$ cat src/logic/cis_pkg.sv
// package: constants for the interrupt sequencer
`default_nettype none
package cis_pkg;
	localparam logic [5:0] IO_SP_LOW = 6'h3d;
	localparam logic [5:0] IO_SP_HIGH = 6'h3e;
	localparam logic [5:0] IO_STATUS = 6'h3f;
	localparam int BIT_GIE = 7;
	localparam int BIT_T = 6;
	localparam int BIT_H = 5;
	localparam int BIT_S = 4;
	localparam int BIT_V = 3;
	localparam int BIT_N = 2;
	localparam int BIT_Z = 1;
	localparam int BIT_C = 0;
	localparam logic [7:0] STATUS_RESET = 8'h00;
	localparam logic [15:0] TOP_OF_RAM = 16'h015f;
	localparam int ENTRY_CYCLES = 4;
	localparam int RETURN_CYCLES = 4;
	localparam int SLEEP_EXTRA_CYCLES = 4;
	localparam logic [15:0] RET_ADDR_BYTES = 16'h0002;
	localparam logic [2:0] SEQ_CNT_ONE = 3'h1;
	typedef enum logic [1:0] {
		CIS_RUN = 2'b00,
		CIS_WAKE = 2'b01,
		CIS_ENTRY = 2'b10,
		CIS_RETURN = 2'b11
	} cis_state_t;
endpackage
`default_nettype wire

$ cat src/logic/cis_arbiter.sv
// fixed priority picker: lowest index wins
`default_nettype none
module cis_arbiter #(
	parameter int N = 8
) (
	input wire logic [N-1:0] req,
	output logic found,
	output logic [$clog2(N)-1:0] index
);
	always_comb begin
		found = 1'b0;
		index = '0;
		for (int i = N - 1; i >= 0; i--) begin
			if (req[i]) begin
				found = 1'b1;
				index = i[$clog2(N)-1:0];
			end
		end
	end
endmodule
`default_nettype wire

$ cat src/logic/cis_sequencer.sv
// interrupt entry/return sequencer with stack pointer and status register
// Contract
// RL1 - undivided core clock, fetch overlaps execute
// RL2 - take source only with local and global enable
// RL3 - lower vector index wins arbitration
// RL4 - entry clears global enable
// RL5 - return sets global enable
// RL6 - vectoring or write-one clears flag
// RL7 - masked flags held until served
// RL8 - level sources never remembered
// RL9 - one instruction after return before next
// RL10 - status never saved or restored automatically
// RL11 - disable takes effect in same cycle
// RL12 - one instruction after enable before service
// RL13 - entry four cycles, pushes program counter
// RL14 - wait for multi-cycle instruction end
// RL15 - sleeping adds four cycles after wake-up
// RL16 - return four cycles, pops, sp plus two
// RL17 - sixteen-bit stack pointer at 0x3E/0x3D
// RL18 - status bit layout, enable at bit 7
// RL19 - sign equals negative xor overflow
// RL20 - push decrements stack pointer by two
`default_nettype none
module cis_sequencer #(
	parameter int NSRC = 8,
	parameter logic [NSRC-1:0] LEVEL_TYPE = 8'h00,
	parameter logic [15:0] SP_INIT = cis_pkg::TOP_OF_RAM
) (
	input wire logic clk,
	input wire logic rst,
	input wire logic [NSRC-1:0] src_event,
	input wire logic [NSRC-1:0] src_enable,
	input wire logic instr_boundary,
	input wire logic instr_done,
	input wire logic instr_enable_irq,
	input wire logic instr_disable_irq,
	input wire logic instr_return_irq,
	input wire logic instr_call,
	input wire logic instr_ret,
	input wire logic sleeping,
	input wire logic wake_ready,
	input wire logic [6:0] alu_flags,
	input wire logic alu_flags_we,
	input wire logic io_we,
	input wire logic [5:0] io_addr,
	input wire logic [7:0] io_wdata,
	input wire logic [NSRC-1:0] flag_clear_w1,
	output logic [7:0] io_rdata,
	output logic [NSRC-1:0] flags_out,
	output logic [15:0] stack_pointer,
	output logic [7:0] status_flags,
	output logic irq_take,
	output logic [$clog2(NSRC)-1:0] vector_index,
	output logic core_hold
);
	// =====================================================
	// input synchronisers for peripheral event pins
	logic [NSRC-1:0] ev_s1_reg, ev_s2_reg;
	always_ff @(posedge clk or posedge rst) begin
		if (rst) begin
			ev_s1_reg <= '0;
			ev_s2_reg <= '0;
		end else begin
			ev_s1_reg <= src_event;
			ev_s2_reg <= ev_s1_reg;
		end
	end

	// =====================================================
	// state
	cis_pkg::cis_state_t state_reg, state_next;
	logic [2:0] cnt_reg, cnt_next;
	logic [NSRC-1:0] flag_reg, flag_next;
	logic [15:0] sp_reg, sp_next;
	logic [7:0] sr_reg, sr_next;
	logic hold_reg, hold_next;
	logic take_reg, take_next;
	logic [$clog2(NSRC)-1:0] vec_reg, vec_next;
	logic block_reg, block_next;
	logic [$clog2(NSRC)-1:0] win_idx;
	logic win_found;
	logic [NSRC-1:0] pend;
	logic gie_eff;
	localparam logic [2:0] SEQ_ONE = cis_pkg::SEQ_CNT_ONE;

	// masked flags keep their value; level sources follow the pin only
	assign pend = ((flag_reg & ~LEVEL_TYPE) | (ev_s2_reg & LEVEL_TYPE)) & src_enable; // RL2 RL7 RL8
	// disable in this same cycle already blocks acceptance
	assign gie_eff = sr_reg[cis_pkg::BIT_GIE] & ~instr_disable_irq; // RL11

	cis_arbiter #(.N(NSRC)) u_arb (
		.req(pend),
		.found(win_found),
		.index(win_idx)
	); // RL3

	// =====================================================
	// next state
	always_comb begin
		logic accept;
		accept = 1'b0;
		state_next = state_reg;
		cnt_next = cnt_reg;
		sp_next = sp_reg;
		sr_next = sr_reg;
		hold_next = hold_reg;
		take_next = 1'b0;
		vec_next = vec_reg;
		block_next = block_reg;
		// edge flags: hardware set wins over a write-one clear
		flag_next = (flag_reg & ~flag_clear_w1) | (ev_s2_reg & ~LEVEL_TYPE); // RL6 RL7
		// flags written by the alu; sign is always derived
		if (alu_flags_we) begin
			sr_next[6:0] = alu_flags;
		end
		if (io_we && io_addr == cis_pkg::IO_STATUS) begin
			sr_next = io_wdata;
		end
		if (io_we && io_addr == cis_pkg::IO_SP_LOW) begin
			sp_next[7:0] = io_wdata; // RL17
		end
		if (io_we && io_addr == cis_pkg::IO_SP_HIGH) begin
			sp_next[15:8] = io_wdata; // RL17
		end
		unique case (state_reg)
			cis_pkg::CIS_RUN: begin
				if (instr_done) begin
					block_next = 1'b0;
				end
				if (instr_enable_irq) begin
					sr_next[cis_pkg::BIT_GIE] = 1'b1;
					block_next = 1'b1; // RL12
				end
				if (instr_disable_irq) begin
					sr_next[cis_pkg::BIT_GIE] = 1'b0; // RL11
				end
				if (instr_call) begin
					sp_next = sp_reg - cis_pkg::RET_ADDR_BYTES; // RL20
				end
				if (instr_ret) begin
					sp_next = sp_reg + cis_pkg::RET_ADDR_BYTES;
				end
				accept = gie_eff && win_found && !block_reg && !instr_enable_irq
					&& (instr_boundary || sleeping); // RL2 RL9 RL12 RL14
				if (instr_return_irq) begin
					state_next = cis_pkg::CIS_RETURN;
					cnt_next = 3'(cis_pkg::RETURN_CYCLES - 1);
					hold_next = 1'b1;
				end else if (accept) begin
					vec_next = win_idx;
					take_next = 1'b1;
					hold_next = 1'b1;
					sr_next[cis_pkg::BIT_GIE] = 1'b0; // RL4
					// a new edge in the same cycle keeps the flag: set wins
					flag_next[win_idx] = ev_s2_reg[win_idx] & ~LEVEL_TYPE[win_idx]; // RL6
					if (sleeping) begin
						state_next = cis_pkg::CIS_WAKE; // RL15
						cnt_next = 3'(cis_pkg::SLEEP_EXTRA_CYCLES);
					end else begin
						state_next = cis_pkg::CIS_ENTRY; // RL13
						cnt_next = 3'(cis_pkg::ENTRY_CYCLES);
					end
				end
			end
			cis_pkg::CIS_WAKE: begin
				// extra four cycles count only once the clock source is up
				if (wake_ready) begin
					if (cnt_reg == SEQ_ONE) begin
						state_next = cis_pkg::CIS_ENTRY; // RL15
						cnt_next = 3'(cis_pkg::ENTRY_CYCLES);
					end else begin
						cnt_next = cnt_reg - SEQ_ONE;
					end
				end
			end
			cis_pkg::CIS_ENTRY: begin
				// push of the two-byte return address
				// all four entry cycles are held; the accept cycle belongs to the old instruction
				if (cnt_reg == 3'(cis_pkg::ENTRY_CYCLES)) begin
					sp_next = sp_reg - cis_pkg::RET_ADDR_BYTES; // RL13 RL20
				end
				if (cnt_reg == SEQ_ONE) begin
					state_next = cis_pkg::CIS_RUN;
					hold_next = 1'b0;
				end else begin
					cnt_next = cnt_reg - SEQ_ONE;
				end
			end
			cis_pkg::CIS_RETURN: begin
				if (cnt_reg == SEQ_ONE) begin
					state_next = cis_pkg::CIS_RUN;
					hold_next = 1'b0;
					// status flags other than enable are left untouched
					sp_next = sp_reg + cis_pkg::RET_ADDR_BYTES; // RL16 RL10
					sr_next[cis_pkg::BIT_GIE] = 1'b1; // RL5 RL16
					block_next = 1'b1; // RL9
				end else begin
					cnt_next = cnt_reg - SEQ_ONE;
				end
			end
		endcase
		sr_next[cis_pkg::BIT_S] = sr_next[cis_pkg::BIT_N] ^ sr_next[cis_pkg::BIT_V]; // RL19 RL18
	end

	// =====================================================
	// registers; single clock, no divider or enable
	always_ff @(posedge clk or posedge rst) begin // RL1
		if (rst) begin
			state_reg <= cis_pkg::CIS_RUN;
			cnt_reg <= 3'h0;
			flag_reg <= '0;
			sp_reg <= SP_INIT; // RL17
			sr_reg <= cis_pkg::STATUS_RESET;
			hold_reg <= 1'b0;
			take_reg <= 1'b0;
			vec_reg <= '0;
			block_reg <= 1'b0;
		end else begin
			state_reg <= state_next;
			cnt_reg <= cnt_next;
			flag_reg <= flag_next;
			sp_reg <= sp_next;
			sr_reg <= sr_next;
			hold_reg <= hold_next;
			take_reg <= take_next;
			vec_reg <= vec_next;
			block_reg <= block_next;
		end
	end

	// =====================================================
	// read path, registered
	logic [7:0] rdata_reg, rdata_next;
	always_comb begin
		rdata_next = 8'h00;
		if (io_addr == cis_pkg::IO_SP_LOW) begin
			rdata_next = sp_reg[7:0];
		end else if (io_addr == cis_pkg::IO_SP_HIGH) begin
			rdata_next = sp_reg[15:8];
		end else if (io_addr == cis_pkg::IO_STATUS) begin
			rdata_next = sr_reg;
		end
	end
	always_ff @(posedge clk or posedge rst) begin
		if (rst) begin
			rdata_reg <= 8'h00;
		end else begin
			rdata_reg <= rdata_next;
		end
	end

	assign io_rdata = rdata_reg;
	assign flags_out = flag_reg;
	assign stack_pointer = sp_reg;
	assign status_flags = sr_reg;
	assign irq_take = take_reg;
	assign vector_index = vec_reg;
	assign core_hold = hold_reg;

	// =====================================================
	// checks
	a_cli_blocks_take: assert property (@(posedge clk) disable iff (rst) // RL11
		instr_disable_irq |=> !take_reg)
		else $error("take after disable");
	a_take_clears_gie: assert property (@(posedge clk) disable iff (rst) // RL4
		$rose(take_reg) |-> !sr_reg[cis_pkg::BIT_GIE])
		else $error("gie kept on entry");
	a_take_needs_gie: assert property (@(posedge clk) disable iff (rst) // RL2
		$rose(take_reg) |-> $past(sr_reg[cis_pkg::BIT_GIE]))
		else $error("take without gie");
	a_entry_sp_down: assert property (@(posedge clk) disable iff (rst) // RL20
		(take_reg && state_reg == cis_pkg::CIS_ENTRY && !io_we) |=> sp_reg == $past(sp_reg) - 16'h0002)
		else $error("entry push wrong");
	a_entry_length: assert property (@(posedge clk) disable iff (rst) // RL13
		(take_reg && state_reg == cis_pkg::CIS_ENTRY) |-> core_hold [*4] ##1 !core_hold)
		else $error("entry not four cycles");
	a_return_sets_gie: assert property (@(posedge clk) disable iff (rst) // RL5
		(state_reg == cis_pkg::CIS_RUN && instr_return_irq) |-> ##4 sr_reg[cis_pkg::BIT_GIE])
		else $error("return left gie clear");
	a_return_block: assert property (@(posedge clk) disable iff (rst) // RL9
		(state_reg == cis_pkg::CIS_RETURN && cnt_reg == SEQ_ONE) |=> ##1 !take_reg)
		else $error("no instruction after return");
	a_sign_xor: assert property (@(posedge clk) disable iff (rst) // RL19
		sr_reg[cis_pkg::BIT_S] == (sr_reg[cis_pkg::BIT_N] ^ sr_reg[cis_pkg::BIT_V]))
		else $error("sign flag wrong");
	a_sei_delay: assert property (@(posedge clk) disable iff (rst) // RL12
		instr_enable_irq |=> !take_reg)
		else $error("take right after enable");
	a_ret_sp_up: assert property (@(posedge clk) disable iff (rst) // RL16
		(state_reg == cis_pkg::CIS_RETURN && cnt_reg == SEQ_ONE) |=> sp_reg == $past(sp_reg) + 16'h0002)
		else $error("return pop wrong");
	a_level_unlatched: assert property (@(posedge clk) disable iff (rst) // RL8
		(flag_reg & LEVEL_TYPE) == '0)
		else $error("level source remembered");
	a_take_pulse: assert property (@(posedge clk) disable iff (rst) // RL13
		take_reg |=> !take_reg)
		else $error("take longer than one cycle");
	a_wake_holds: assert property (@(posedge clk) disable iff (rst) // RL15
		state_reg == cis_pkg::CIS_WAKE |-> core_hold)
		else $error("core runs during wake count");
	a_cli_clears_gie: assert property (@(posedge clk) disable iff (rst) // RL11
		(state_reg == cis_pkg::CIS_RUN && instr_disable_irq && !io_we) |=> !sr_reg[cis_pkg::BIT_GIE])
		else $error("disable left gie set");
	a_sei_sets_gie: assert property (@(posedge clk) disable iff (rst) // RL12
		(state_reg == cis_pkg::CIS_RUN && instr_enable_irq && !instr_disable_irq && !io_we) |=> sr_reg[cis_pkg::BIT_GIE])
		else $error("enable left gie clear");
	a_take_boundary: assert property (@(posedge clk) disable iff (rst) // RL14
		$rose(take_reg) |-> $past(instr_boundary || sleeping))
		else $error("take inside an instruction");
	a_status_kept: assert property (@(posedge clk) disable iff (rst) // RL10
		(take_reg && $past(!alu_flags_we && !io_we)) |-> sr_reg[6:0] == $past(sr_reg[6:0]))
		else $error("status changed on entry");
endmodule
`default_nettype wire

$ cat config.mk
export PLATFORM = sky130hd
export DESIGN_NAME = cis_sequencer
export DESIGN_NICKNAME = d
export VERILOG_FILES = /design/src/logic/cis_pkg.sv /design/src/logic/cis_arbiter.sv /design/src/logic/cis_sequencer.sv
export SDC_FILE = /design/constraint.sdc
export NUM_CORES = 1
export LEC_CHECK = 0
export ABC_AREA = 1
export BUFFER_PORTS_ARGS = -buffer_cell sky130_fd_sc_hd__clkbuf_2
export CAP_MARGIN = 20
export CORE_MARGIN = 2
export CORE_UTILIZATION = 54
export DETAILED_ROUTE_END_ITERATION = 7
export PLACE_DENSITY = 0.81
export SLEW_MARGIN = 15
export SYNTH_ARGS = -nofsm -noshare
export SYNTH_HDL_FRONTEND = slang
export SYNTH_SLANG_ARGS = --single-unit
$ cat constraint.sdc
create_clock -name clk -period 2.6 [get_ports clk]
set_input_delay 0.26 -clock clk [delete_from_list [all_inputs] [get_ports clk]]
set_output_delay 0.26 -clock clk [all_outputs]
set_load 0.1 [all_outputs]
==> report_table.html, run 1 <==
<table>
<tr><th>Metric</th><th>Value</th></tr>
<tr><th colspan="2">Synthesis</th></tr>
<tr><td>Netlist cell types</td><td>46</td></tr>
<tr><td>Mean post-synth cell area</td><td>7.82 um^2</td></tr>
<tr><td>Proportion of synthesized flip-flops having asynchronous set or reset</td><td>1.00</td></tr>
<tr><td>EDFF count, synth</td><td>0</td></tr>
<tr><td>Number of synthesized register bits</td><td>67</td></tr>
<tr><td>Total standard cell area after synthesis</td><td>0.00406 mm^2</td></tr>
<tr><td>Proportion of synthesized chip area in sequential cells</td><td>0.415</td></tr>
<tr><td>Most used DFF post-synth</td><td>dfrtp_1</td></tr>
<tr><td>Count of synthesis-stage warnings from yosys</td><td>0</td></tr>
<tr><td>Post-Synthesis Net Count</td><td>586</td></tr>
<tr><td>Syn Inst Count</td><td>519</td></tr>
<tr><th colspan="2">Clock network</th></tr>
<tr><td>Deepest clock path buffer count</td><td>2</td></tr>
<tr><td>TritonCTS clock tree</td><td>built</td></tr>
<tr><td>CTS Buf Count</td><td>9</td></tr>
<tr><td>H-tree Lvls</td><td>3</td></tr>
<tr><td>Count of instances resized after the clock tree is built</td><td>0</td></tr>
<tr><td>Post-CTS Hold Fix Bufs</td><td>0</td></tr>
<tr><td>Clock input transition at the sequential cells of the worst setup and hold paths</td><td>0.07 ns</td></tr>
<tr><td>Cell chosen for the clock root</td><td>clkbuf_8</td></tr>
<tr><td>Post-CTS setup-driven buffer insertion count</td><td>0</td></tr>
<tr><td>Worst-skew pair later-pin latency</td><td>0.35 ns</td></tr>
<tr><td>Number of sinks driven by the clock tree</td><td>67</td></tr>
<tr><th colspan="2">Floorplanning</th></tr>
<tr><td>Number of primary I/O pins</td><td>103</td></tr>
<tr><td>Horizontal extent of the die</td><td>90.7 um</td></tr>
<tr><td>CORE AREA</td><td>0.00725 mm^2</td></tr>
<tr><td>Starting utilization of the core area</td><td>0.559</td></tr>
<tr><td>Floorplan row count</td><td>31</td></tr>
<tr><td>Vertical extent of the die</td><td>90.7 um</td></tr>
<tr><td>DIE AREA</td><td>0.00822 mm^2</td></tr>
<tr><th colspan="2">Layout</th></tr>
<tr><td>Most common library cell in the layout ignoring fill and taps</td><td>nand2_1</td></tr>
<tr><td>Final-stage net count</td><td>693</td></tr>
<tr><td>Area of the multi-input gates</td><td>0.00198 mm^2</td></tr>
<tr><td># diodes</td><td>0</td></tr>
<tr><td>Combined flip-flop and latch cell area</td><td>0.00169 mm^2</td></tr>
<tr><td>Final cell count without fillers</td><td>729</td></tr>
<tr><td>Area growth from synthesis to layout</td><td>19.2%</td></tr>
<tr><td>Final Core Density</td><td>0.666</td></tr>
<tr><td>Number of flip-flops under the largest register name</td><td>16</td></tr>
<tr><td>FILL cells</td><td>625</td></tr>
<tr><td>Proportion of layout cells with a drive suffix above 1</td><td>0.278</td></tr>
<tr><td>Leading cell types in the layout, fill and taps excluded</td><td>124 x nand2_1, 101 x clkbuf_2, 74 x inv_1, 60 x dfrtp_1, 37 x nor2_1</td></tr>
<tr><th colspan="2">GRT</th></tr>
<tr><td>Largest net degree at the start of global routing</td><td>68</td></tr>
<tr><td>GRT Total Usage</td><td>0.268</td></tr>
<tr><td>Initial antenna violation count</td><td>0</td></tr>
<tr><td>First-pass GRT wire length</td><td>17700 um</td></tr>
<tr><td>Vias in the first global route</td><td>3776</td></tr>
<tr><td>Residual overflow from global routing</td><td>0</td></tr>
<tr><th colspan="2">STA</th></tr>
<tr><td>Skew final</td><td>0.0153 ns</td></tr>
<tr><td>Fin Setup TNS</td><td>0 ns</td></tr>
<tr><td>Slew of the pin with the lowest slew margin</td><td>0.845 ns</td></tr>
<tr><td>Worst max-slew margin expressed relative to the limit</td><td>0.437</td></tr>
<tr><td>Hold Vio Cnt, Final</td><td>0</td></tr>
<tr><td>Achievable clock frequency</td><td>491 MHz</td></tr>
<tr><td>Post-layout worst setup margin</td><td>0.565 ns</td></tr>
<tr><td>Min Tclk post-route</td><td>2.04 ns</td></tr>
<tr><td>Unrepaired setup endpoints after global routing</td><td>no</td></tr>
<tr><td>Finish-stage setup viols</td><td>0</td></tr>
<tr><td>Share of the cycle needed by the critical path after routing</td><td>0.783</td></tr>
<tr><td>Count of pins over their slew limit</td><td>0</td></tr>
<tr><td>Worst Hold Margin</td><td>0.0234 ns</td></tr>
<tr><th colspan="2">Placed design</th></tr>
<tr><td>Setup slack at placement</td><td>0.637 ns</td></tr>
<tr><td>HPWL after detailed placement</td><td>7960 um</td></tr>
<tr><td>Placed insts</td><td>714</td></tr>
<tr><td>Weighted congestion reported at the end of routability-driven placement</td><td>0.934</td></tr>
<tr><td>Number of buffers inserted by port buffering</td><td>101</td></tr>
<tr><th colspan="2">Power and ir drop</th></tr>
<tr><td>Leak pwr</td><td>2.59 nW</td></tr>
<tr><td>Power density normalized to cell area</td><td>1070 mW/mm^2</td></tr>
<tr><td>Worst VDD drop</td><td>0.662 mV</td></tr>
<tr><td>Int Power</td><td>2.33 mW</td></tr>
<tr><td>Switching pwr</td><td>2.84 mW</td></tr>
<tr><td>Share of total power consumed by net switching</td><td>0.549</td></tr>
<tr><td>Sequential Power Share</td><td>0.295</td></tr>
<tr><td>Clock power frac</td><td>0.148</td></tr>
<tr><td>Portion of total power attributed to combinational logic</td><td>0.557</td></tr>
<tr><th colspan="2">Detailed routing</th></tr>
<tr><td>Number of DRC violations after detailed-routing iteration 0</td><td>309</td></tr>
<tr><td>1st-pass router iterations</td><td>5</td></tr>
<tr><td>Avg Vias per Cell</td><td>5.50</td></tr>
<tr><td>Final routed wire length divided by cell count</td><td>14.9 um</td></tr>
<tr><td>Drt drc</td><td>0</td></tr>
<tr><td>Detailed-route via count</td><td>4008</td></tr>
<tr><td>Number of nets with antenna violations after detailed routing</td><td>0</td></tr>
<tr><td>Final WL</td><td>10800 um</td></tr>
<tr><th colspan="2">Worst setup path</th></tr>
<tr><td>Data arrival time of the critical path</td><td>2.30 ns</td></tr>
<tr><td>Setup slack of the worst register-to-register path</td><td>0.56 ns</td></tr>
<tr><td>Crit Path Max Fanout</td><td>10</td></tr>
<tr><td>Worst path required time</td><td>2.87 ns</td></tr>
<tr><td>Crit path capture type</td><td>flop</td></tr>
<tr><td>Crit Path Category</td><td>reg2reg</td></tr>
<tr><td>Worst setup SP type</td><td>flop</td></tr>
<tr><th colspan="2">Outcome</th></tr>
<tr><td>Result of the run</td><td>finished clean</td></tr>
<tr><th colspan="2">Min path</th></tr>
<tr><td>Path category of the worst min-delay check</td><td>in2reg</td></tr>
<tr><th colspan="2">Flow run</th></tr>
<tr><td>Number of violations of the max-capacitance limit</td><td>0</td></tr>
</table>
synthesized netlist by cell type (8+ instances only):
master	count	area, um^2
a21oi_1	13	65.1
a31oi_1	8	50.1
dfrtp_1	60	1500
ha_1	9	113
inv_1	75	282
inv_2	13	48.8
nand2_1	124	465
nand3_1	27	135
nor2_1	37	139
o211ai_1	14	105
o21ai_0	32	160
o221ai_1	15	131
xor2_1	9	78.8
power groups by stage:
stage	combinational (mW)	sequential, mW	clock (mW)
6_report	2.88	1.52	0.764
5_1_grt	3.11	1.54	0.825
4_1_cts	2.85	1.51	0.782
3_5_place_dp	2.83	1.53	0
3_3_place_gp	2.77	1.52	0
2_1_floorplan	1.35	2.43	0
per-layer routing:
| metal | GRT usage | wire length (um) | up-vias |
|---|---|---|---|
| met5 | 0 | 0 | - |
| met4 | 0.121 | 274 | 0 |
| met3 | 0.0551 | 1010 | 32 |
| met2 | 0.407 | 5000 | 224 |
| met1 | 0.370 | 4550 | 1815 |
| li1 | - | - | 1937 |
cell type report:
cell class / instances / area share
clock buffer: 10 / 0.0285
tap: 99 / 0.0256
multi-input combinational: 354 / 0.410
sequential: 67 / 0.349
inverter: 88 / 0.0683
clock inverter: 5 / 0.00621
timing repair buffer: 106 / 0.112
worst paths after layout:
kind,startpoint,endpoint,depth (start not counted)
max,state_reg[0],flags_out[1],12
min,src_event[0],ev_s1_reg[0],1
max reg2reg,state_reg[0],flags_out[1],12
min reg2reg,ev_s1_reg[3],ev_s2_reg[3],0
max in group asynchronous,rst,status_flags[4],3
min in group asynchronous,rst,cnt_reg[1],3
critical path, stage by stage, from the launching register on:
cell	delay (ns)
dfrtp_1	0.40
inv_1	0.11
ha_1	0.28
inv_2	0.14
nor2_2	0.22
inv_2	0.07
nor2_4	0.14
inv_2	0.11
nor2_4	0.16
nand2_1	0.11
o211ai_2	0.08
inv_2	0.05
a21oi_2	0.09
kinds of logic (layout without fill, tap and decap cells):
group	count (synthesis)	in the layout	synth area share
AOI/OAI and AO/OA	113	113	0.187
adders and majority gates	9	9	0.0278
buffers and inverters	98	209	0.0956
and+or+nand+nor	220	220	0.249
xor gates and xnor gates	12	12	0.0259
DFF	67	67	0.415
metrics by stage:
| stage | instance area (um^2) | power (mW) |
|---|---|---|
| 6_report | 4830 | 5.17 |
| 5_1_grt | 4830 | 5.48 |
| 4_1_cts | 4830 | 5.14 |
| 3_5_place_dp | 4670 | 4.36 |
| 3_3_place_gp | 4670 | 4.29 |
| 2_1_floorplan | 4060 | 3.78 |
(Power assumes the default switching activity.)
==> inputs of run 2 (changes only) <==
==> constraint.sdc (replaced) <==
create_clock -name clk -period 1.9 [get_ports clk]
set_input_delay 0.19 -clock clk [delete_from_list [all_inputs] [get_ports clk]]
set_output_delay 0.19 -clock clk [all_outputs]
set_load 0.1 [all_outputs]
==> run 2 against run 1 <==
Net effect:
- utilization rose by 5.0 points
- die area did not move
- flip-flop and latch count did not move
- total power rose by 44%
- clock skew fell by 0.0045 ns
- global-route usage rose by 1.2 points
- worst setup slack got worse by 0.53 ns
- clock power rose by 40%
- sequential power rose by 40%
==> report_table.html, run 2 (synthesis results as in run 1) <==
<table>
<tr><th>Metric</th><th>Value</th></tr>
<tr><th colspan="2">Power and ir drop</th></tr>
<tr><td>Power density normalized to cell area</td><td>1430 mW/mm^2</td></tr>
<tr><td>Final total power</td><td>7.43 mW</td></tr>
<tr><td>Worst VDD drop</td><td>1.16 mV</td></tr>
<tr><td>Leak pwr</td><td>2.75 nW</td></tr>
<tr><th colspan="2">Detailed routing</th></tr>
<tr><td>Detailed-route via count</td><td>4170</td></tr>
<tr><td>Met2 layer wire length in the routed design</td><td>5120 um</td></tr>
<tr><td>Sum of routed wire segments on met1</td><td>4760 um</td></tr>
<tr><td>Top routing layer in use</td><td>met4</td></tr>
<tr><td>Total met3 wirelength after detailed routing</td><td>1180 um</td></tr>
<tr><td>Final WL</td><td>11300 um</td></tr>
<tr><td>Drt drc</td><td>0</td></tr>
<tr><td>Final routed wire length divided by cell count</td><td>14.9 um</td></tr>
<tr><td>Avg Vias per Cell</td><td>5.49</td></tr>
<tr><td>1st-pass router iterations</td><td>5</td></tr>
<tr><td>Number of DRC violations after detailed-routing iteration 0</td><td>377</td></tr>
<tr><td>Number of nets with antenna violations after detailed routing</td><td>0</td></tr>
<tr><th colspan="2">STA</th></tr>
<tr><td>Min Tclk post-route</td><td>1.87 ns</td></tr>
<tr><td>Worst Hold Margin</td><td>0.106 ns</td></tr>
<tr><td>Share of the cycle needed by the critical path after routing</td><td>0.982</td></tr>
<tr><td>Unrepaired setup endpoints after global routing</td><td>yes</td></tr>
<tr><td>Count of pins over their slew limit</td><td>0</td></tr>
<tr><td>Achievable clock frequency</td><td>536 MHz</td></tr>
<tr><td>Post-layout worst setup margin</td><td>0.0336 ns</td></tr>
<tr><td>Finish-stage setup viols</td><td>0</td></tr>
<tr><td>Slew of the pin with the lowest slew margin</td><td>0.564 ns</td></tr>
<tr><td>Worst max-slew margin expressed relative to the limit</td><td>0.626</td></tr>
<tr><td>Hold Vio Cnt, Final</td><td>0</td></tr>
<tr><td>Skew final</td><td>0.0108 ns</td></tr>
<tr><th colspan="2">Placed design</th></tr>
<tr><td>Number of buffers inserted by port buffering</td><td>101</td></tr>
<tr><td>Weighted congestion reported at the end of routability-driven placement</td><td>0.917</td></tr>
<tr><td>HPWL after detailed placement</td><td>8490 um</td></tr>
<tr><td>Setup slack at placement</td><td>0.0701 ns</td></tr>
<tr><th colspan="2">Floorplanning</th></tr>
<tr><td>Number of primary I/O pins</td><td>103</td></tr>
<tr><td>DIE AREA</td><td>0.00822 mm^2</td></tr>
<tr><td>Vertical extent of the die</td><td>90.7 um</td></tr>
<tr><td>Horizontal extent of the die</td><td>90.7 um</td></tr>
<tr><td>Starting utilization of the core area</td><td>0.559</td></tr>
<tr><td>CORE AREA</td><td>0.00725 mm^2</td></tr>
<tr><td>Floorplan row count</td><td>31</td></tr>
<tr><th colspan="2">Worst setup path</th></tr>
<tr><td>Worst path required time</td><td>2.12 ns</td></tr>
<tr><td>Worst setup SP type</td><td>flop</td></tr>
<tr><td>Crit path capture type</td><td>flop</td></tr>
<tr><td>Worst flop-to-flop path startpoint</td><td>stack_pointer[2]</td></tr>
<tr><td>Setup slack of the worst register-to-register path</td><td>0.03 ns</td></tr>
<tr><td>Crit Path Max Fanout</td><td>6</td></tr>
<tr><td>Data arrival time of the critical path</td><td>2.09 ns</td></tr>
<tr><td>Reg2Reg Capture Point</td><td>stack_pointer[15]</td></tr>
<tr><td>Count of cells along the worst register-to-register path</td><td>9</td></tr>
<tr><td>Crit Path Category</td><td>reg2reg</td></tr>
<tr><th colspan="2">Clock network</th></tr>
<tr><td>H-tree Lvls</td><td>3</td></tr>
<tr><td>CTS Buf Count</td><td>9</td></tr>
<tr><td>Number of sinks driven by the clock tree</td><td>67</td></tr>
<tr><td>TritonCTS clock tree</td><td>built</td></tr>
<tr><td>Worst-skew pair later-pin latency</td><td>0.35 ns</td></tr>
<tr><td>Clock input transition at the sequential cells of the worst setup and hold paths</td><td>0.08 ns</td></tr>
<tr><td>Deepest clock path buffer count</td><td>2</td></tr>
<tr><td>Cell chosen for the clock root</td><td>clkbuf_8</td></tr>
<tr><th colspan="2">Layout</th></tr>
<tr><td>Number of flip-flops under the largest register name</td><td>16</td></tr>
<tr><td>Final-stage net count</td><td>722</td></tr>
<tr><td>Most common library cell in the layout ignoring fill and taps</td><td>nand2_1</td></tr>
<tr><td>Proportion of layout cells with a drive suffix above 1</td><td>0.332</td></tr>
<tr><td># diodes</td><td>0</td></tr>
<tr><td>Area growth from synthesis to layout</td><td>28.1%</td></tr>
<tr><td>Leading cell types in the layout, fill and taps excluded</td><td>124 x nand2_1, 101 x clkbuf_2, 72 x inv_1, 47 x dfrtp_1, 34 x nor2_1</td></tr>
<tr><th colspan="2">GRT</th></tr>
<tr><td>Residual overflow from global routing</td><td>0</td></tr>
<tr><td>Initial antenna violation count</td><td>0</td></tr>
<tr><td>First-pass GRT wire length</td><td>18500 um</td></tr>
<tr><td>Vias in the first global route</td><td>3905</td></tr>
<tr><td>Largest net degree at the start of global routing</td><td>32</td></tr>
<tr><td>GRT Total Usage</td><td>0.280</td></tr>
<tr><th colspan="2">Min path</th></tr>
<tr><td>Path category of the worst min-delay check</td><td>in2reg</td></tr>
<tr><td>Hold endpoint</td><td>flags_out[1]</td></tr>
<tr><td>HP Start</td><td>flag_clear_w1[1]</td></tr>
<tr><td>Cells on Worst Hold Path</td><td>4</td></tr>
<tr><th colspan="2">Flow run</th></tr>
<tr><td>Number of violations of the max-capacitance limit</td><td>0</td></tr>
<tr><th colspan="2">Outcome</th></tr>
<tr><td>Result of the run</td><td>finished clean</td></tr>
</table>
-- run 2: cell count changes in the layout (fill, tap and decap cells not counted), sizes merged --
cell / previous run / this run
inv: 88 / 90
dlygate4sd3: 0 / 9
clkinvlp: 2 / 0
buf: 5 / 25
clkinv: 3 / 4
-- run 2: what timing repair did --
item / in CTS / in global routing
endpoints found under the setup margin: 0 / 14
hold endpoints to repair: 20 / 0
setup buffers: 0 / 7
gates resized for setup: 0 / 11
hold buffers: 9 / 0
-- run 2: report_power, final --
group	total [mW]	internal, mW	switching (mW)
clock	1.07	0.509	0.564
combinational	4.23	1.15	3.07
sequential	2.13	1.78	0.345
total	7.43	3.45	3.98
-- run 2: worst max-delay path, cell delays in order (launching register included) --
cell	delay [ns]
dfstp_4	0.67
inv_1	0.07
ha_2	0.19
nand3_1	0.13
nor2_2	0.06
nand2_1	0.12
nor3_2	0.06
or2_2	0.28
nand3_1	0.08
a31oi_2	0.09
-- run 2: area by class of cell --
cell class	count	area, um^2
multi-input combinational	354	2030
sequential	67	1720
timing repair buffer	135	808
tap	99	124
fill	590	2060
clock buffer	10	138
clock inverter	6	38.8
inverter	88	333
-- run 2: per-layer routing --
| metal | vias up | GRT usage |
|---|---|---|
| met5 | - | 0 |
| met1 | 1899 | 0.397 |
| met4 | 0 | 0.0859 |
| met3 | 35 | 0.0593 |
| li1 | 1991 | - |
| met2 | 245 | 0.432 |
-- run 2: per-stage QoR --
stage,setup TNS (ns),area [um^2],std cells,util
floorplan,-1.59,4120,519,-
global placement,0,4850,727,0.668
detailed placement,0,4850,727,0.668
CTS,0,5110,752,0.705
global route,-0.144,5200,759,0.717
finish,0,5200,759,0.717
-- run 2: worst max path at each step --
| stage | from | to | slack (ns) | cells past startpoint |
|---|---|---|---|---|
| 2_1_floorplan | rst | flags_out[0] | -0.11 | 1 |
| 3_3_place_gp | stack_pointer[1] | stack_pointer[15] | 0.11 | 9 |
| 3_5_place_dp | stack_pointer[1] | stack_pointer[15] | 0.07 | 9 |
| 4_1_cts | stack_pointer[1] | stack_pointer[15] | 0.05 | 9 |
| 5_1_grt | stack_pointer[1] | stack_pointer[14] | -0.04 | 10 |
| 6_report | stack_pointer[2] | stack_pointer[15] | 0.03 | 9 |
==> inputs of run 3 (changes only) <==
--- a/config.mk
+++ b/config.mk
@@ -15,4 +15,5 @@
 export SLEW_MARGIN = 15
 export SYNTH_ARGS = -nofsm -noshare
 export SYNTH_HDL_FRONTEND = slang
+export SYNTH_HIERARCHICAL = 1
 export SYNTH_SLANG_ARGS = --single-unit
==> run 3 against run 2 <==
Net effect:
- the run now ends with setup timing left
- count of clock-buffer cells in the layout shrank 1
- synthesized cell count grew 13%
- sequential power is essentially flat
- combinational power grew 4%
- non-clock buffer count shrank 1
- final area grew 3.8%
- die area grew 2.7%
- total power grew 4.2%
- sequential share of layout area shrank 1.3 points
- via count grew 10%
- critical path type unchanged
==> report_table.html, run 3 <==
<table>
<tr><th>Metric</th><th>Value</th></tr>
<tr><th colspan="2">Floorplanning</th></tr>
<tr><td>Horizontal extent of the die</td><td>91.9 um</td></tr>
<tr><td>Starting utilization of the core area</td><td>0.548</td></tr>
<tr><td>DIE AREA</td><td>0.00844 mm^2</td></tr>
<tr><td>Floorplan row count</td><td>32</td></tr>
<tr><td>CORE AREA</td><td>0.00761 mm^2</td></tr>
<tr><td>Number of primary I/O pins</td><td>103</td></tr>
<tr><td>Vertical extent of the die</td><td>91.9 um</td></tr>
<tr><th colspan="2">STA</th></tr>
<tr><td>Unrepaired setup endpoints after global routing</td><td>yes</td></tr>
<tr><td>Min Tclk post-route</td><td>2.05 ns</td></tr>
<tr><td>Hold Vio Cnt, Final</td><td>0</td></tr>
<tr><td>Finish-stage setup viols</td><td>8</td></tr>
<tr><td>Worst Hold Margin</td><td>0.0913 ns</td></tr>
<tr><td>Slew of the pin with the lowest slew margin</td><td>0.564 ns</td></tr>
<tr><td>Count of pins over their slew limit</td><td>0</td></tr>
<tr><td>Achievable clock frequency</td><td>487 MHz</td></tr>
<tr><td>Share of the cycle needed by the critical path after routing</td><td>1.08</td></tr>
<tr><td>Post-layout worst setup margin</td><td>-0.154 ns</td></tr>
<tr><td>Skew final</td><td>0.0138 ns</td></tr>
<tr><td>Worst max-slew margin expressed relative to the limit</td><td>0.625</td></tr>
<tr><th colspan="2">GRT</th></tr>
<tr><td>Initial antenna violation count</td><td>0</td></tr>
<tr><td>Largest net degree at the start of global routing</td><td>51</td></tr>
<tr><td>GRT Total Usage</td><td>0.296</td></tr>
<tr><td>First-pass GRT wire length</td><td>20000 um</td></tr>
<tr><td>Vias in the first global route</td><td>4272</td></tr>
<tr><td>Residual overflow from global routing</td><td>0</td></tr>
<tr><th colspan="2">Worst setup path</th></tr>
<tr><td>Crit Path Max Fanout</td><td>8</td></tr>
<tr><td>Slowest cell on the critical path</td><td>dfrtp_2</td></tr>
<tr><td>Worst flop-to-flop path startpoint</td><td>flags_out[7]</td></tr>
<tr><td>Cell type with the highest occurrence count on the critical path</td><td>nand2_1</td></tr>
<tr><td>Reg2Reg Capture Point</td><td>flags_out[6]</td></tr>
<tr><td>Worst setup SP type</td><td>flop</td></tr>
<tr><td>Crit path cell chain</td><td>nand2_1, inv_1, or2_4, nor3_4, nor2_4, nand2_1, a21oi_1, o21ai_2, o2111ai_4, o21a_1</td></tr>
<tr><td>Count of cells along the worst register-to-register path</td><td>10</td></tr>
<tr><td>Peak per-stage delay on the critical path</td><td>0.41 ns</td></tr>
<tr><td>Data arrival time of the critical path</td><td>2.29 ns</td></tr>
<tr><td>Worst path required time</td><td>2.13 ns</td></tr>
<tr><td>Crit Path Category</td><td>reg2reg</td></tr>
<tr><td>Crit path capture type</td><td>flop</td></tr>
<tr><td>Setup slack of the worst register-to-register path</td><td>-0.15 ns</td></tr>
<tr><th colspan="2">Synthesis</th></tr>
<tr><td>Top cells by instance count after synthesis</td><td>152 x nand2_1, 93 x inv_1, 60 x dfrtp_1</td></tr>
<tr><td>Number of synthesized register bits</td><td>67</td></tr>
<tr><td>Proportion of synthesized flip-flops having asynchronous set or reset</td><td>1.00</td></tr>
<tr><td>Synth top area share</td><td>0.360</td></tr>
<tr><td>Post-Synthesis Net Count</td><td>654</td></tr>
<tr><td>EDFF count, synth</td><td>0</td></tr>
<tr><td>Proportion of synthesized chip area in sequential cells</td><td>0.404</td></tr>
<tr><td>Most used DFF post-synth</td><td>dfrtp_1</td></tr>
<tr><td>Netlist cell types</td><td>37</td></tr>
<tr><td>Count of synthesis-stage warnings from yosys</td><td>6</td></tr>
<tr><td>Area contributors post-synth</td><td>dfrtp_1 36%, nand2_1 14%, inv_1 8.4%</td></tr>
<tr><td>Most repeated cell in the gate-level netlist after synthesis</td><td>nand2_1</td></tr>
<tr><td>Dominant cell type by area after synthesis</td><td>dfrtp_1</td></tr>
<tr><td>Total standard cell area after synthesis</td><td>0.00417 mm^2</td></tr>
<tr><td>Syn Inst Count</td><td>587</td></tr>
<tr><td>Mean post-synth cell area</td><td>7.11 um^2</td></tr>
<tr><th colspan="2">Layout</th></tr>
<tr><td>Most common library cell in the layout ignoring fill and taps</td><td>nand2_1</td></tr>
<tr><td>Final-stage net count</td><td>789</td></tr>
<tr><td>Leading cell types in the layout, fill and taps excluded</td><td>144 x nand2_1, 101 x clkbuf_2, 82 x inv_1, 53 x nand3_1, 49 x dfrtp_1</td></tr>
<tr><td>Final cell count without fillers</td><td>829</td></tr>
<tr><td>Final Core Density</td><td>0.709</td></tr>
<tr><td>Proportion of layout cells with a drive suffix above 1</td><td>0.290</td></tr>
<tr><td>Number of flip-flops under the largest register name</td><td>16</td></tr>
<tr><td>Area growth from synthesis to layout</td><td>29.4%</td></tr>
<tr><td>FILL cells</td><td>612</td></tr>
<tr><td># diodes</td><td>0</td></tr>
<tr><th colspan="2">Placed design</th></tr>
<tr><td>Number of buffers inserted by port buffering</td><td>101</td></tr>
<tr><td>HPWL after detailed placement</td><td>9020 um</td></tr>
<tr><td>Placed insts</td><td>796</td></tr>
<tr><td>Weighted congestion reported at the end of routability-driven placement</td><td>0.939</td></tr>
<tr><td>Setup slack at placement</td><td>-0.0674 ns</td></tr>
<tr><th colspan="2">Power and ir drop</th></tr>
<tr><td>Final total power</td><td>7.73 mW</td></tr>
<tr><td>Clock power frac</td><td>0.161</td></tr>
<tr><td>Sequential Power Share</td><td>0.273</td></tr>
<tr><td>Worst VDD drop</td><td>0.871 mV</td></tr>
<tr><td>Power density normalized to cell area</td><td>1430 mW/mm^2</td></tr>
<tr><td>Switching pwr</td><td>4.23 mW</td></tr>
<tr><td>Portion of total power attributed to combinational logic</td><td>0.566</td></tr>
<tr><td>Share of total power consumed by net switching</td><td>0.546</td></tr>
<tr><td>Leak pwr</td><td>2.77 nW</td></tr>
<tr><td>Int Power</td><td>3.51 mW</td></tr>
<tr><th colspan="2">Flow run</th></tr>
<tr><td>Number of violations of the max-capacitance limit</td><td>0</td></tr>
<tr><th colspan="2">Min path</th></tr>
<tr><td>Path category of the worst min-delay check</td><td>in2reg</td></tr>
<tr><td>HP Start</td><td>alu_flags[1]</td></tr>
<tr><td>Hold endpoint</td><td>status_flags[1]</td></tr>
<tr><td>Cells on Worst Hold Path</td><td>3</td></tr>
<tr><th colspan="2">Detailed routing</th></tr>
<tr><td>Final routed wire length divided by cell count</td><td>15.6 um</td></tr>
<tr><td>Avg Vias per Cell</td><td>5.53</td></tr>
<tr><td>Number of DRC violations after detailed-routing iteration 0</td><td>497</td></tr>
<tr><td>Detailed-route via count</td><td>4588</td></tr>
<tr><td>Final WL</td><td>13000 um</td></tr>
<tr><td>Drt drc</td><td>0</td></tr>
<tr><td>Number of nets with antenna violations after detailed routing</td><td>0</td></tr>
<tr><td>1st-pass router iterations</td><td>6</td></tr>
<tr><th colspan="2">Clock network</th></tr>
<tr><td>Cell chosen for the clock root</td><td>clkbuf_8</td></tr>
<tr><td>Worst-skew pair later-pin latency</td><td>0.35 ns</td></tr>
<tr><td>H-tree Lvls</td><td>3</td></tr>
<tr><td>Number of sinks driven by the clock tree</td><td>67</td></tr>
<tr><td>TritonCTS clock tree</td><td>built</td></tr>
<tr><td>Deepest clock path buffer count</td><td>2</td></tr>
<tr><td>CTS Buf Count</td><td>9</td></tr>
<tr><td>Clock input transition at the sequential cells of the worst setup and hold paths</td><td>0.09 ns</td></tr>
<tr><th colspan="2">Outcome</th></tr>
<tr><td>Violated checks</td><td>setup timing</td></tr>
<tr><td>Result of the run</td><td>finished with violations</td></tr>
</table>
-- run 3: power by group through the flow --
stage	clock (mW)	combinational, mW	sequential, mW
detailed placement	0	4.10	2.12
global route	1.31	4.73	2.15
finish	1.24	4.38	2.11
CTS	1.25	4.17	2.09
global placement	0	4.01	2.11
floorplan	0	1.94	3.31
-- run 3: worst max path at each step --
stage / startpoint / to / slack [ns] / cells after the start
6_report: flags_out[7] / flags_out[6] / -0.15 / 10
5_1_grt: flags_out[7] / flags_out[6] / -0.24 / 10
4_1_cts: flags_out[7] / flags_out[6] / -0.02 / 10
3_5_place_dp: flags_out[7] / flags_out[6] / -0.07 / 10
3_3_place_gp: flags_out[6] / flags_out[4] / 0.02 / 14
2_1_floorplan: flags_out[7] / flags_out[3] / -0.16 / 11
-- run 3: metrics by stage --
stage          cell area (um^2)  setup TNS [ns]
2_1_floorplan              4220           -2.40
3_3_place_gp               4930               0
3_5_place_dp               4930          -0.313
4_1_cts                    5240         -0.0179
5_1_grt                    5400           -2.45
6_report                   5400          -0.841
-- run 3: cell type report --
class / count / area [um^2] / share of cell area
tap: 102 / 128 / 0.0236
clock inverter: 7 / 76.3 / 0.0141
inverter: 99 / 373 / 0.0691
sequential: 67 / 1720 / 0.318
clock buffer: 9 / 124 / 0.0230
timing repair buffer: 134 / 793 / 0.147
multi-input combinational: 411 / 2180 / 0.405
-- run 3: logic make-up (layout without fill, tap and decap cells) --
family | count (synthesis) | count (layout) | synth area share
xor gates and xnor gates | 6 | 6 | 0.0126
adders and majority gates | 9 | 9 | 0.0270
and+or+nand+nor | 279 | 279 | 0.288
DFF | 67 | 67 | 0.404
AOI/OAI and AO/OA | 117 | 117 | 0.166
buffers and inverters | 109 | 249 | 0.102
-- run 3: worst max-delay path, delay by kind of cell, from the launching register on --
kind,cells,cell delay (ns)
buffers and inverters,1,0.08
DFF,1,0.41
and+or+nand+nor,5,0.81
AOI/OAI and AO/OA,4,0.64
-- run 3: layer usage --
| metal | wire (um) | share of wire | vias to the layer above | GRT usage |
|---|---|---|---|---|
| li1 | - | - | 2188 | - |
| met1 | 5330 | 0.41 | 2101 | 0.413 |
| met2 | 6070 | 0.47 | 261 | 0.455 |
| met3 | 1220 | 0.094 | 38 | 0.0583 |
| met4 | 358 | 0.028 | 0 | 0.116 |
| met5 | 0 | 0 | - | 0 |
-- run 3: repair_timing --
action | CTS | global route
gates cloned | 0 | 1
pin swaps | 4 | 22
endpoints found under the hold margin | 20 | 0
gates resized for setup | 4 | 41
hold buffers | 9 | 0
buffers inserted | 0 | 7
setup endpoints to repair | 8 | 23
